<file path="src/smbus_fifo_regs.svh">
// register offsets, field positions and reset values of the smbus fifo port
// How it works
// - writing the data register pushes the byte into the transmit fifo
// - writing while the transmit fifo is full replaces the newest queued byte
// - reading while the receive fifo is empty returns the last byte held
// - transmit request enable lets the transmit request flag raise the interrupt
// - transmit flush empties the transmit fifo, self clears after one cycle
// - transmit request is set while transmit count is at most the threshold
// - transmit threshold zero requests only when the transmit fifo is empty
// - receive request enable lets the receive request flag raise the interrupt
// - reading the data register pops the receive fifo
// - receive flush empties the receive fifo, self clears after one cycle
// - receive request is set while receive count exceeds the threshold
// - transmit not full reads one while room remains, zero when full
`ifndef SMBUS_FIFO_REGS_SVH
`define SMBUS_FIFO_REGS_SVH

// register offsets on the register port
`define DATA_OFS        8'hC2
`define CTRL_OFS        8'hC3
`define STAT_OFS        8'hC4
`define EVT_OFS         8'hC5
`define MASK_OFS        8'hC6

// control field positions
`define CTRL_TX_IRQ_EN  7
`define CTRL_TX_FLUSH   6
`define CTRL_TX_TH_HI   5
`define CTRL_TX_TH_LO   4
`define CTRL_RX_IRQ_EN  3
`define CTRL_RX_FLUSH   2
`define CTRL_RX_TH_HI   1
`define CTRL_RX_TH_LO   0

// status field positions
`define STAT_TX_REQ     7
`define STAT_TX_NF      6
`define STAT_RX_REQ     3
`define STAT_RX_EMPTY   2

// reset values
`define CTRL_RESET      8'h00
`define EVT_RESET       3'h0
`define DATA_RESET      8'h00

// fifo geometry and counts
`define FIFO_ENTRIES    4
`define FIFO_DEPTH      3'h4
`define CNT_ZERO        3'h0
`define CNT_ONE         3'h1
`define PTR_ONE         2'h1

`endif

</file>
<file path="src/smbus_fifo_pkg.sv">
// types shared by the smbus fifo port and its byte memory
`include "smbus_fifo_regs.svh"

package smbus_fifo_pkg;

    typedef logic [7:0] byte_t;
    typedef logic [1:0] ptr_t;
    typedef logic [2:0] cnt_t;

    // register port request, all fields sampled in one cycle
    typedef struct packed {
        logic  [7:0] addr;
        byte_t       wdata;
        logic        wr;
        logic        rd;
    } reg_req_t;

    // control register in its bit order, msb first
    typedef struct packed {
        logic       tx_irq_en;
        logic       tx_flush;
        logic [1:0] tx_th;
        logic       rx_irq_en;
        logic       rx_flush;
        logic [1:0] rx_th;
    } ctrl_t;

    // sticky events, same layout for status and mask
    typedef struct packed {
        logic rx_overflow;
        logic rx_underrun;
        logic tx_overwrite;
    } evt_t;

    typedef struct packed {
        byte_t [`FIFO_ENTRIES-1:0] entry;
        byte_t                     rdata;
    } mem_state_t;

    typedef struct packed {
        ctrl_t ctrl;
        evt_t  evt;
        evt_t  mask;
        ptr_t  tx_wr;
        ptr_t  tx_rd;
        cnt_t  tx_cnt;
        ptr_t  rx_wr;
        ptr_t  rx_rd;
        cnt_t  rx_cnt;
        byte_t last_rx;
        byte_t rd_data;
        logic  tx_valid;
        logic  rx_ready;
        logic  irq;
    } state_t;

endpackage : smbus_fifo_pkg

</file>
<file path="src/fifo_byte_mem.sv">
// byte memory of one fifo with a registered, write-through read port
`timescale 1ns/1ps

module fifo_byte_mem
    import smbus_fifo_pkg::*;
(
    // clock and reset
    input  wire logic  core_clk_i,
    input  wire logic  reset_i,
    // write port
    input  wire logic  wr_en_i,
    input  wire ptr_t  wr_addr_i,
    input  wire byte_t wr_data_i,
    // read port, data one cycle after the address
    input  wire ptr_t  rd_addr_i,
    output byte_t      rd_data_o
);

    mem_state_t st_reg;
    mem_state_t st_next;

    // reading from the next state gives write-through on a same-slot write,
    // so a byte pushed into an empty fifo is at the head one cycle later
    always_comb begin
        st_next = st_reg;
        if (wr_en_i) begin
            st_next.entry[wr_addr_i] = wr_data_i;
        end
        st_next.rdata = st_next.entry[rd_addr_i];
    end

    always_ff @(posedge core_clk_i) begin
        if (reset_i) begin
            st_reg <= '0;
        end else begin
            st_reg <= st_next;
        end
    end

    assign rd_data_o = st_reg.rdata;

endmodule : fifo_byte_mem

</file>
<file path="src/smbus_tx_rx_fifo_port.sv">
// smbus fifo port: data and control registers, both byte fifos, interrupt
`timescale 1ns/1ps
`include "smbus_fifo_regs.svh"

module smbus_tx_rx_fifo_port
    import smbus_fifo_pkg::*;
(
    // clock and reset
    input  wire logic     core_clk_i,
    input  wire logic     reset_i,
    // register port
    input  wire reg_req_t reg_req_i,
    output byte_t         rd_data_o,
    // serial engine, transmit side
    input  wire logic     tx_pop_i,
    output logic          tx_valid_o,
    output byte_t         tx_data_o,
    // serial engine, receive side
    input  wire logic     rx_push_i,
    input  wire byte_t    rx_data_i,
    output logic          rx_ready_o,
    // interrupt
    output logic          irq_o
);

    ////////////////////////////////////////////////////////////////////////
    // declarations

    state_t st_reg;
    state_t st_next;

    logic  data_wr;
    logic  data_rd;
    logic  ctrl_wr;
    logic  ctrl_rd;
    logic  stat_rd;
    logic  evt_rd;
    logic  mask_wr;
    logic  mask_rd;

    logic  tx_req;
    logic  rx_req;
    logic  tx_not_full;
    logic  rx_empty;
    logic  tx_pop;
    logic  tx_push;
    logic  rx_pop;
    logic  rx_push;
    evt_t  evt_set;

    logic  tx_we;
    ptr_t  tx_waddr;
    logic  rx_we;
    byte_t tx_rdata;
    byte_t rx_rdata;
    byte_t status_byte;

    ////////////////////////////////////////////////////////////////////////
    // address decode

    always_comb begin
        data_wr = 1'b0;
        data_rd = 1'b0;
        ctrl_wr = 1'b0;
        ctrl_rd = 1'b0;
        stat_rd = 1'b0;
        evt_rd  = 1'b0;
        mask_wr = 1'b0;
        mask_rd = 1'b0;
        if (reg_req_i.addr == `DATA_OFS) begin
            data_wr = reg_req_i.wr;
            data_rd = reg_req_i.rd;
        end else if (reg_req_i.addr == `CTRL_OFS) begin
            ctrl_wr = reg_req_i.wr;
            ctrl_rd = reg_req_i.rd;
        end else if (reg_req_i.addr == `STAT_OFS) begin
            stat_rd = reg_req_i.rd;
        end else if (reg_req_i.addr == `EVT_OFS) begin
            evt_rd  = reg_req_i.rd;
        end else if (reg_req_i.addr == `MASK_OFS) begin
            mask_wr = reg_req_i.wr;
            mask_rd = reg_req_i.rd;
        end
    end

    ////////////////////////////////////////////////////////////////////////
    // flags seen by software and the engine

    // transmit threshold zero only matches an empty fifo
    assign tx_req      = st_reg.tx_cnt <= {1'b0, st_reg.ctrl.tx_th};
    assign rx_req      = st_reg.rx_cnt > {1'b0, st_reg.ctrl.rx_th};
    // room left in the transmit fifo
    assign tx_not_full = st_reg.tx_cnt != `FIFO_DEPTH;
    assign rx_empty    = st_reg.rx_cnt == `CNT_ZERO;

    always_comb begin
        status_byte = 8'h00;
        status_byte[`STAT_TX_REQ]   = tx_req;
        status_byte[`STAT_TX_NF]    = tx_not_full;
        status_byte[`STAT_RX_REQ]   = rx_req;
        status_byte[`STAT_RX_EMPTY] = rx_empty;
    end

    ////////////////////////////////////////////////////////////////////////
    // next state

    always_comb begin
        st_next  = st_reg;
        tx_we    = 1'b0;
        tx_waddr = st_reg.tx_wr;
        rx_we    = 1'b0;

        // fifo strobes are dropped while a flush is in progress
        tx_pop  = tx_pop_i && (st_reg.tx_cnt != `CNT_ZERO)
                  && !st_reg.ctrl.tx_flush;
        tx_push = data_wr && tx_not_full && !st_reg.ctrl.tx_flush;
        rx_push = rx_push_i && (st_reg.rx_cnt != `FIFO_DEPTH)
                  && !st_reg.ctrl.rx_flush;
        // data reads pop the receive fifo
        rx_pop  = data_rd && !rx_empty && !st_reg.ctrl.rx_flush;

        evt_set.tx_overwrite = data_wr && !tx_not_full
                               && !st_reg.ctrl.tx_flush;
        evt_set.rx_underrun  = data_rd && rx_empty;
        evt_set.rx_overflow  = rx_push_i && !st_reg.ctrl.rx_flush
                               && (st_reg.rx_cnt == `FIFO_DEPTH);

        // transmit side
        if (tx_pop) begin
            st_next.tx_rd = st_reg.tx_rd + `PTR_ONE;
        end
        if (tx_push) begin
            tx_we         = 1'b1;
            st_next.tx_wr = st_reg.tx_wr + `PTR_ONE;
        end else if (evt_set.tx_overwrite) begin
            // full: overwrite the newest entry, count unchanged
            tx_we    = 1'b1;
            tx_waddr = st_reg.tx_wr - `PTR_ONE;
        end
        st_next.tx_cnt = st_reg.tx_cnt + (tx_push ? `CNT_ONE : `CNT_ZERO)
                         - (tx_pop ? `CNT_ONE : `CNT_ZERO);

        // receive side
        if (rx_push) begin
            rx_we         = 1'b1;
            st_next.rx_wr = st_reg.rx_wr + `PTR_ONE;
        end
        st_next.rd_data = `DATA_RESET;
        if (rx_pop) begin
            st_next.rx_rd   = st_reg.rx_rd + `PTR_ONE;
            st_next.rd_data = rx_rdata;
            st_next.last_rx = rx_rdata;
        end else if (data_rd) begin
            // empty fifo: repeat the last byte, no underflow
            st_next.rd_data = st_reg.last_rx;
        end
        st_next.rx_cnt = st_reg.rx_cnt + (rx_push ? `CNT_ONE : `CNT_ZERO)
                         - (rx_pop ? `CNT_ONE : `CNT_ZERO);

        // transmit flush drops counters and self clears
        if (st_reg.ctrl.tx_flush) begin
            st_next.tx_wr         = '0;
            st_next.tx_rd         = '0;
            st_next.tx_cnt        = `CNT_ZERO;
            st_next.ctrl.tx_flush = 1'b0;
        end
        // receive flush drops counters and self clears
        if (st_reg.ctrl.rx_flush) begin
            st_next.rx_wr         = '0;
            st_next.rx_rd         = '0;
            st_next.rx_cnt        = `CNT_ZERO;
            st_next.ctrl.rx_flush = 1'b0;
        end

        // other register reads
        if (ctrl_rd) begin
            st_next.rd_data = st_reg.ctrl;
        end else if (stat_rd) begin
            st_next.rd_data = status_byte;
        end else if (evt_rd) begin
            st_next.rd_data = {5'h00, st_reg.evt};
        end else if (mask_rd) begin
            st_next.rd_data = {5'h00, st_reg.mask};
        end

        // a write after the self clear so a fresh flush request is kept
        if (ctrl_wr) begin
            st_next.ctrl = ctrl_t'(reg_req_i.wdata);
        end
        if (mask_wr) begin
            st_next.mask = evt_t'(reg_req_i.wdata[2:0]);
        end

        // read clears the sticky events, a new event in that cycle wins
        st_next.evt = (evt_rd ? `EVT_RESET : st_reg.evt) | evt_set;

        st_next.tx_valid = st_next.tx_cnt != `CNT_ZERO;
        st_next.rx_ready = st_next.rx_cnt != `FIFO_DEPTH;

        // transmit request gated by its enable
        // receive request gated by its enable
        st_next.irq =
            ((st_next.tx_cnt <= {1'b0, st_next.ctrl.tx_th})
                && st_next.ctrl.tx_irq_en)
            || ((st_next.rx_cnt > {1'b0, st_next.ctrl.rx_th})
                && st_next.ctrl.rx_irq_en)
            || (|(st_next.evt & st_next.mask));
    end

    ////////////////////////////////////////////////////////////////////////
    // state register

    always_ff @(posedge core_clk_i) begin
        if (reset_i) begin
            st_reg          <= '0;
            st_reg.rx_ready <= 1'b1;
        end else begin
            st_reg <= st_next;
        end
    end

    ////////////////////////////////////////////////////////////////////////
    // fifo memories

    // four entries per direction, own pointers and counters
    fifo_byte_mem u_tx_mem (
        .core_clk_i (core_clk_i),
        .reset_i    (reset_i),
        .wr_en_i    (tx_we),
        .wr_addr_i  (tx_waddr),
        .wr_data_i  (reg_req_i.wdata),
        .rd_addr_i  (st_next.tx_rd),
        .rd_data_o  (tx_rdata)
    );

    fifo_byte_mem u_rx_mem (
        .core_clk_i (core_clk_i),
        .reset_i    (reset_i),
        .wr_en_i    (rx_we),
        .wr_addr_i  (st_reg.rx_wr),
        .wr_data_i  (rx_data_i),
        .rd_addr_i  (st_next.rx_rd),
        .rd_data_o  (rx_rdata)
    );

    ////////////////////////////////////////////////////////////////////////
    // outputs

    assign rd_data_o  = st_reg.rd_data;
    assign tx_valid_o = st_reg.tx_valid;
    assign tx_data_o  = tx_rdata;
    assign rx_ready_o = st_reg.rx_ready;
    assign irq_o      = st_reg.irq;
endmodule : smbus_tx_rx_fifo_port

</file>
<file path="config.mk">
export PLATFORM = sky130hd
export DESIGN_NAME = smbus_tx_rx_fifo_port
export DESIGN_NICKNAME = d
export VERILOG_FILES = /design/src/smbus_fifo_pkg.sv /design/src/fifo_byte_mem.sv /design/src/smbus_tx_rx_fifo_port.sv
export VERILOG_INCLUDE_DIRS = /design/src
export SDC_FILE = /design/constraint.sdc
export NUM_CORES = 1
export LEC_CHECK = 0
export ABC_CLOCK_PERIOD_IN_PS = 4900
export BUFFER_PORTS_ARGS = -buffer_cell sky130_fd_sc_hd__buf_2
export CAP_MARGIN = 30
export CORE_MARGIN = 2
export CORE_UTILIZATION = 45
export CTS_CLUSTER_DIAMETER = 40
export DETAILED_ROUTE_END_ITERATION = 16
export GPL_TIMING_DRIVEN = 0
export PLACE_DENSITY = 0.64
export REMOVE_ABC_BUFFERS = 1
export SYNTH_ARGS = -nofsm -noshare
export SYNTH_HDL_FRONTEND = slang
export SYNTH_SLANG_ARGS = --single-unit
export TNS_END_PERCENT = 20
</file>
<file path="constraint.sdc">
create_clock -name core_clk_i -period 4.9 [get_ports core_clk_i]
set_clock_uncertainty 0.1 [all_clocks]
set_input_delay 1.47 -clock core_clk_i [delete_from_list [all_inputs] [get_ports core_clk_i]]
set_output_delay 1.47 -clock core_clk_i [all_outputs]
set_load 0.03 [all_outputs]
</file>
==> impl_metrics.env <==
export IMPL_r2r_end="irq_o"
export IMPL_syn_cell_area_sq_mm=0.00650
export IMPL_largest_reg_flops=36
export IMPL_initial_core_util_pct=46.5
export IMPL_drt_iter0_markers=556
export IMPL_first_global_vias=5649
export IMPL_yosysUniqueCellTypes=72
export IMPL_synth_top_cell_area_share_pct=39.1
export IMPL_cp_slowest_cell="and4_4"
export IMPL_dp_hpwl_mm=12.1
export IMPL_cp_common_cell="ha_1"
export IMPL_hp_start="u_tx_mem.st_reg[30]"
export IMPL_maxSlewViolCount=0
export IMPL_drc=0
export IMPL_synth_seq_cells=127
export IMPL_worst_ep_arrival_time_ns=4.77
export IMPL_grt_antenna_before_repair=0
export IMPL_cts_buffer_depth=2
export IMPL_pwr_share_clk_pct=38.9
export IMPL_postRouteAntennaNets=0
export IMPL_max_slew_margin_pct=26.5
export IMPL_powerDensity_mw_per_mm2=481
export IMPL_min_path_type="flip-flop to flip-flop"
export IMPL_nFillCells=1334
export IMPL_crit_family="simple AND/OR/NAND/NOR gates"
export IMPL_grt_overflow=0
export IMPL_portBuffers=48
export IMPL_fmax_mhz=218
export IMPL_p_comb_share_pct=27.2
export IMPL_drv_cap=0
export IMPL_grt_use_total_pct=22.3
export IMPL_max_stage_delay_ns=0.48
export IMPL_cts_root_buf="clkbuf_16"
export IMPL_n_antenna_cell=0
export IMPL_synth_top_cell_by_area="dfxtp_1"
export IMPL_min_delay_worst_endpoint="u_tx_mem.st_reg[30]"
export IMPL_rsz0062_at_grt="no"
export IMPL_worstPathCellList="buf_2 > nor2b_1 > and4_4 > nand2_1 > ha_1 > inv_1 > ha_1 > fa_1 > nand2b_1 > inv_1 > ha_1 > nor2b_1 > o21ai_0 > a32oi_1 > a31oi_1"
export IMPL_grt_max_degree=83
export IMPL_core_area_sq_mm=0.0140
export IMPL_p_leak_nw=2.77
export IMPL_tightestPinTransition_ns=1.10
export IMPL_gp_congestion=0.869
export IMPL_vdd_ir_drop_worst_mv=0.338
export IMPL_ff2ff_setup_slack_ns=1.09
export IMPL_vias=5914
export IMPL_synth_ff_type="dfxtp_1"
export IMPL_drt_total_wl_mm=17.3
export IMPL_yosysSeqAreaShare_pct=39.1
export IMPL_seqPwrFrac_pct=33.9
export IMPL_whs_path_depth=2
export IMPL_layout_drive_gt1_share_pct=13.8
export IMPL_use_met1_pct=28.3
export IMPL_grtUsageMet3_pct=5.59
export IMPL_path_clk_slew_ns=0.06
export IMPL_r2r_cells=14
export IMPL_synth_edf_count=0
export IMPL_synthToLayoutAreaGrowth_pct=12.9
export IMPL_use_met2_pct=37.4
export IMPL_cts_tree="yes"
export IMPL_syn_area_per_cell_sq_um=8.12
export IMPL_nets=855
export IMPL_min_period_over_period_pct=93.4
export IMPL_die_area_sq_mm=0.0154
export IMPL_wire_per_inst_um=17.3
export IMPL_firstDrtPassIters=5
export IMPL_synth_cells=801
export IMPL_grt_busiest_layer="met2"
export IMPL_swShare_pct=33.3
export IMPL_grt_pass1_wl_mm=28.2
export IMPL_critical_path_class="primary input to flip-flop"
export IMPL_cp_required_ns=5.09
export IMPL_p_int_mw=2.36
export IMPL_yosysWarnings=0
export IMPL_p_switching_mw=1.18
export IMPL_cts_sinks=127
export IMPL_critPathMaxFanout=22
export IMPL_io_pins=49
export IMPL_vias_per_cell=5.91
export IMPL_totalPowerFinal_mw=3.53
export IMPL_start_kind="primary input"
export IMPL_critPathBufInv=3
export IMPL_fin_setup_tns_ns=0
export IMPL_synthTopCellsByArea="dfxtp_1 39%, nand2_1 7.4%, a21oi_1 6.8%"
export IMPL_placementRows=43
export IMPL_setup_viol=0
export IMPL_outcome="finished clean"
export IMPL_r2r_start="st_reg[41]"
export IMPL_synth_async_sr_flop_share_pct=0
export IMPL_period_minus_slack_ns=4.58
export IMPL_endpoint_kind="flip-flop"
export IMPL_fp_dieW_um=124
export IMPL_htreeDepth=4
export IMPL_clk_latency_ns=0.42
export IMPL_fp_dieH_um=124
export IMPL_numCtsBuffers=17
export IMPL_hold_viol=0
## layout by cell type, fill, tap and decap left out, drive strengths merged, types with 5 or more instances in the layout
cell / n
inv: 43
clkbuf: 19
mux2i: 19
o221ai: 14
and3: 7
dfxtp: 127
buf: 51
nand3: 42
mux2: 5
o21a: 10
o21ai: 27
nor3: 12
nand2: 130
a21oi: 89
xnor2: 8
o22a: 8
a2111oi: 5
nor2b: 17
o211ai: 5
a311oi: 5
nand2b: 7
ha: 15
a221o: 7
nor2: 62
a2bb2oi: 8
## cell families (layout without fill, tap and decap cells)
family          after synthesis  count (layout)  share of synthesized area (%)
simple gates                308             308                           22.5
compound gates              212             212                           22.1
flops                       127             127                           39.1
buf+inv                     102             122                           7.37
mux                          24              24                           3.85
fa+ha+maj                    17              17                           3.50
xor+xnor                     11              11                           1.60
## synth_stat cells, drive strengths merged, types with 7 or more instances
| cell type | n |
|---|---|
| o21ai | 27 |
| clkbuf | 29 |
| mux2i | 19 |
| inv | 37 |
| nand2 | 130 |
| a2bb2oi | 8 |
| o22a | 8 |
| a221o | 7 |
| xnor2 | 8 |
| buf | 34 |
| nand2b | 7 |
| and3 | 7 |
| o21a | 10 |
| nor2b | 17 |
| nor2 | 62 |
| dfxtp | 127 |
| o221ai | 14 |
| nand3 | 42 |
| nor3 | 12 |
| a21oi | 89 |
| ha | 15 |
## power by group through the flow
stage	logic [mW]	registers (mW)	clock network (mW)
after CTS	0.946	1.20	1.40
after floorplan	0.630	1.25	0
after detailed placement	0.942	1.22	0
after global placement	0.906	1.21	0
final	0.961	1.20	1.37
after global routing	1.06	1.21	1.45
## worst register-to-register path: stages (launching register included)
cell     delay [ns]
dfxtp_1        0.64
nor2b_1        0.20
and2_1         0.41
or3_1          0.45
nand2_1        0.08
ha_1           0.17
fa_1           0.41
nand2_1        0.12
inv_1          0.07
ha_1           0.31
nor2b_1        0.13
o21ai_0        0.13
nand2_1        0.09
a32oi_1        0.24
a31oi_1        0.14
## cell type report
type,instances,area (sq um),area share [%]
clock buffer,19,453,6.17
clock inverter,13,198,2.69
inverter,39,146,1.99
multi-input combinational,572,3480,47.5
sequential,127,2540,34.6
tap,180,225,3.07
timing repair buffer,51,293,3.99
## what timing repair did
item,in CTS,in global routing
endpoints found under the setup margin,0,1
gates resized for setup,0,2
hold buffers,0,0
buffers inserted,0,0
## per-layer routing
layer	part of all wire [%]	vias to the layer above
li1	-	2828
met1	44	2825
met2	48	224
met3	6.0	37
met4	1.7	0
met5	0	-
## worst max path at each step
stage / start / end / slack, ns / cells past startpoint
global route: reg_req_i[13] / irq_o / 0.12 / 15
floorplan: reg_req_i[14] / irq_o / 0.42 / 14
detailed placement: reg_req_i[10] / irq_o / -0.44 / 15
finish: reg_req_i[10] / irq_o / 0.32 / 15
CTS: reg_req_i[10] / irq_o / 0.003 / 15
global placement: reg_req_i[10] / irq_o / -0.44 / 15
## per-stage QoR
step,instance area (sq um),hold WS [ns],instances,util [%],worst slack (ns)
floorplan,6170,0.321,738,-,0.423
global placement,6640,0.336,966,47.4,-0.440
detailed placement,6680,0.341,968,47.8,-0.440
CTS,7330,0.349,1000,52.4,0.00254
global route,7340,0.376,1001,52.5,0.122
finish,7340,0.346,1001,52.5,0.322
Power figures use the tool's default switching activity.
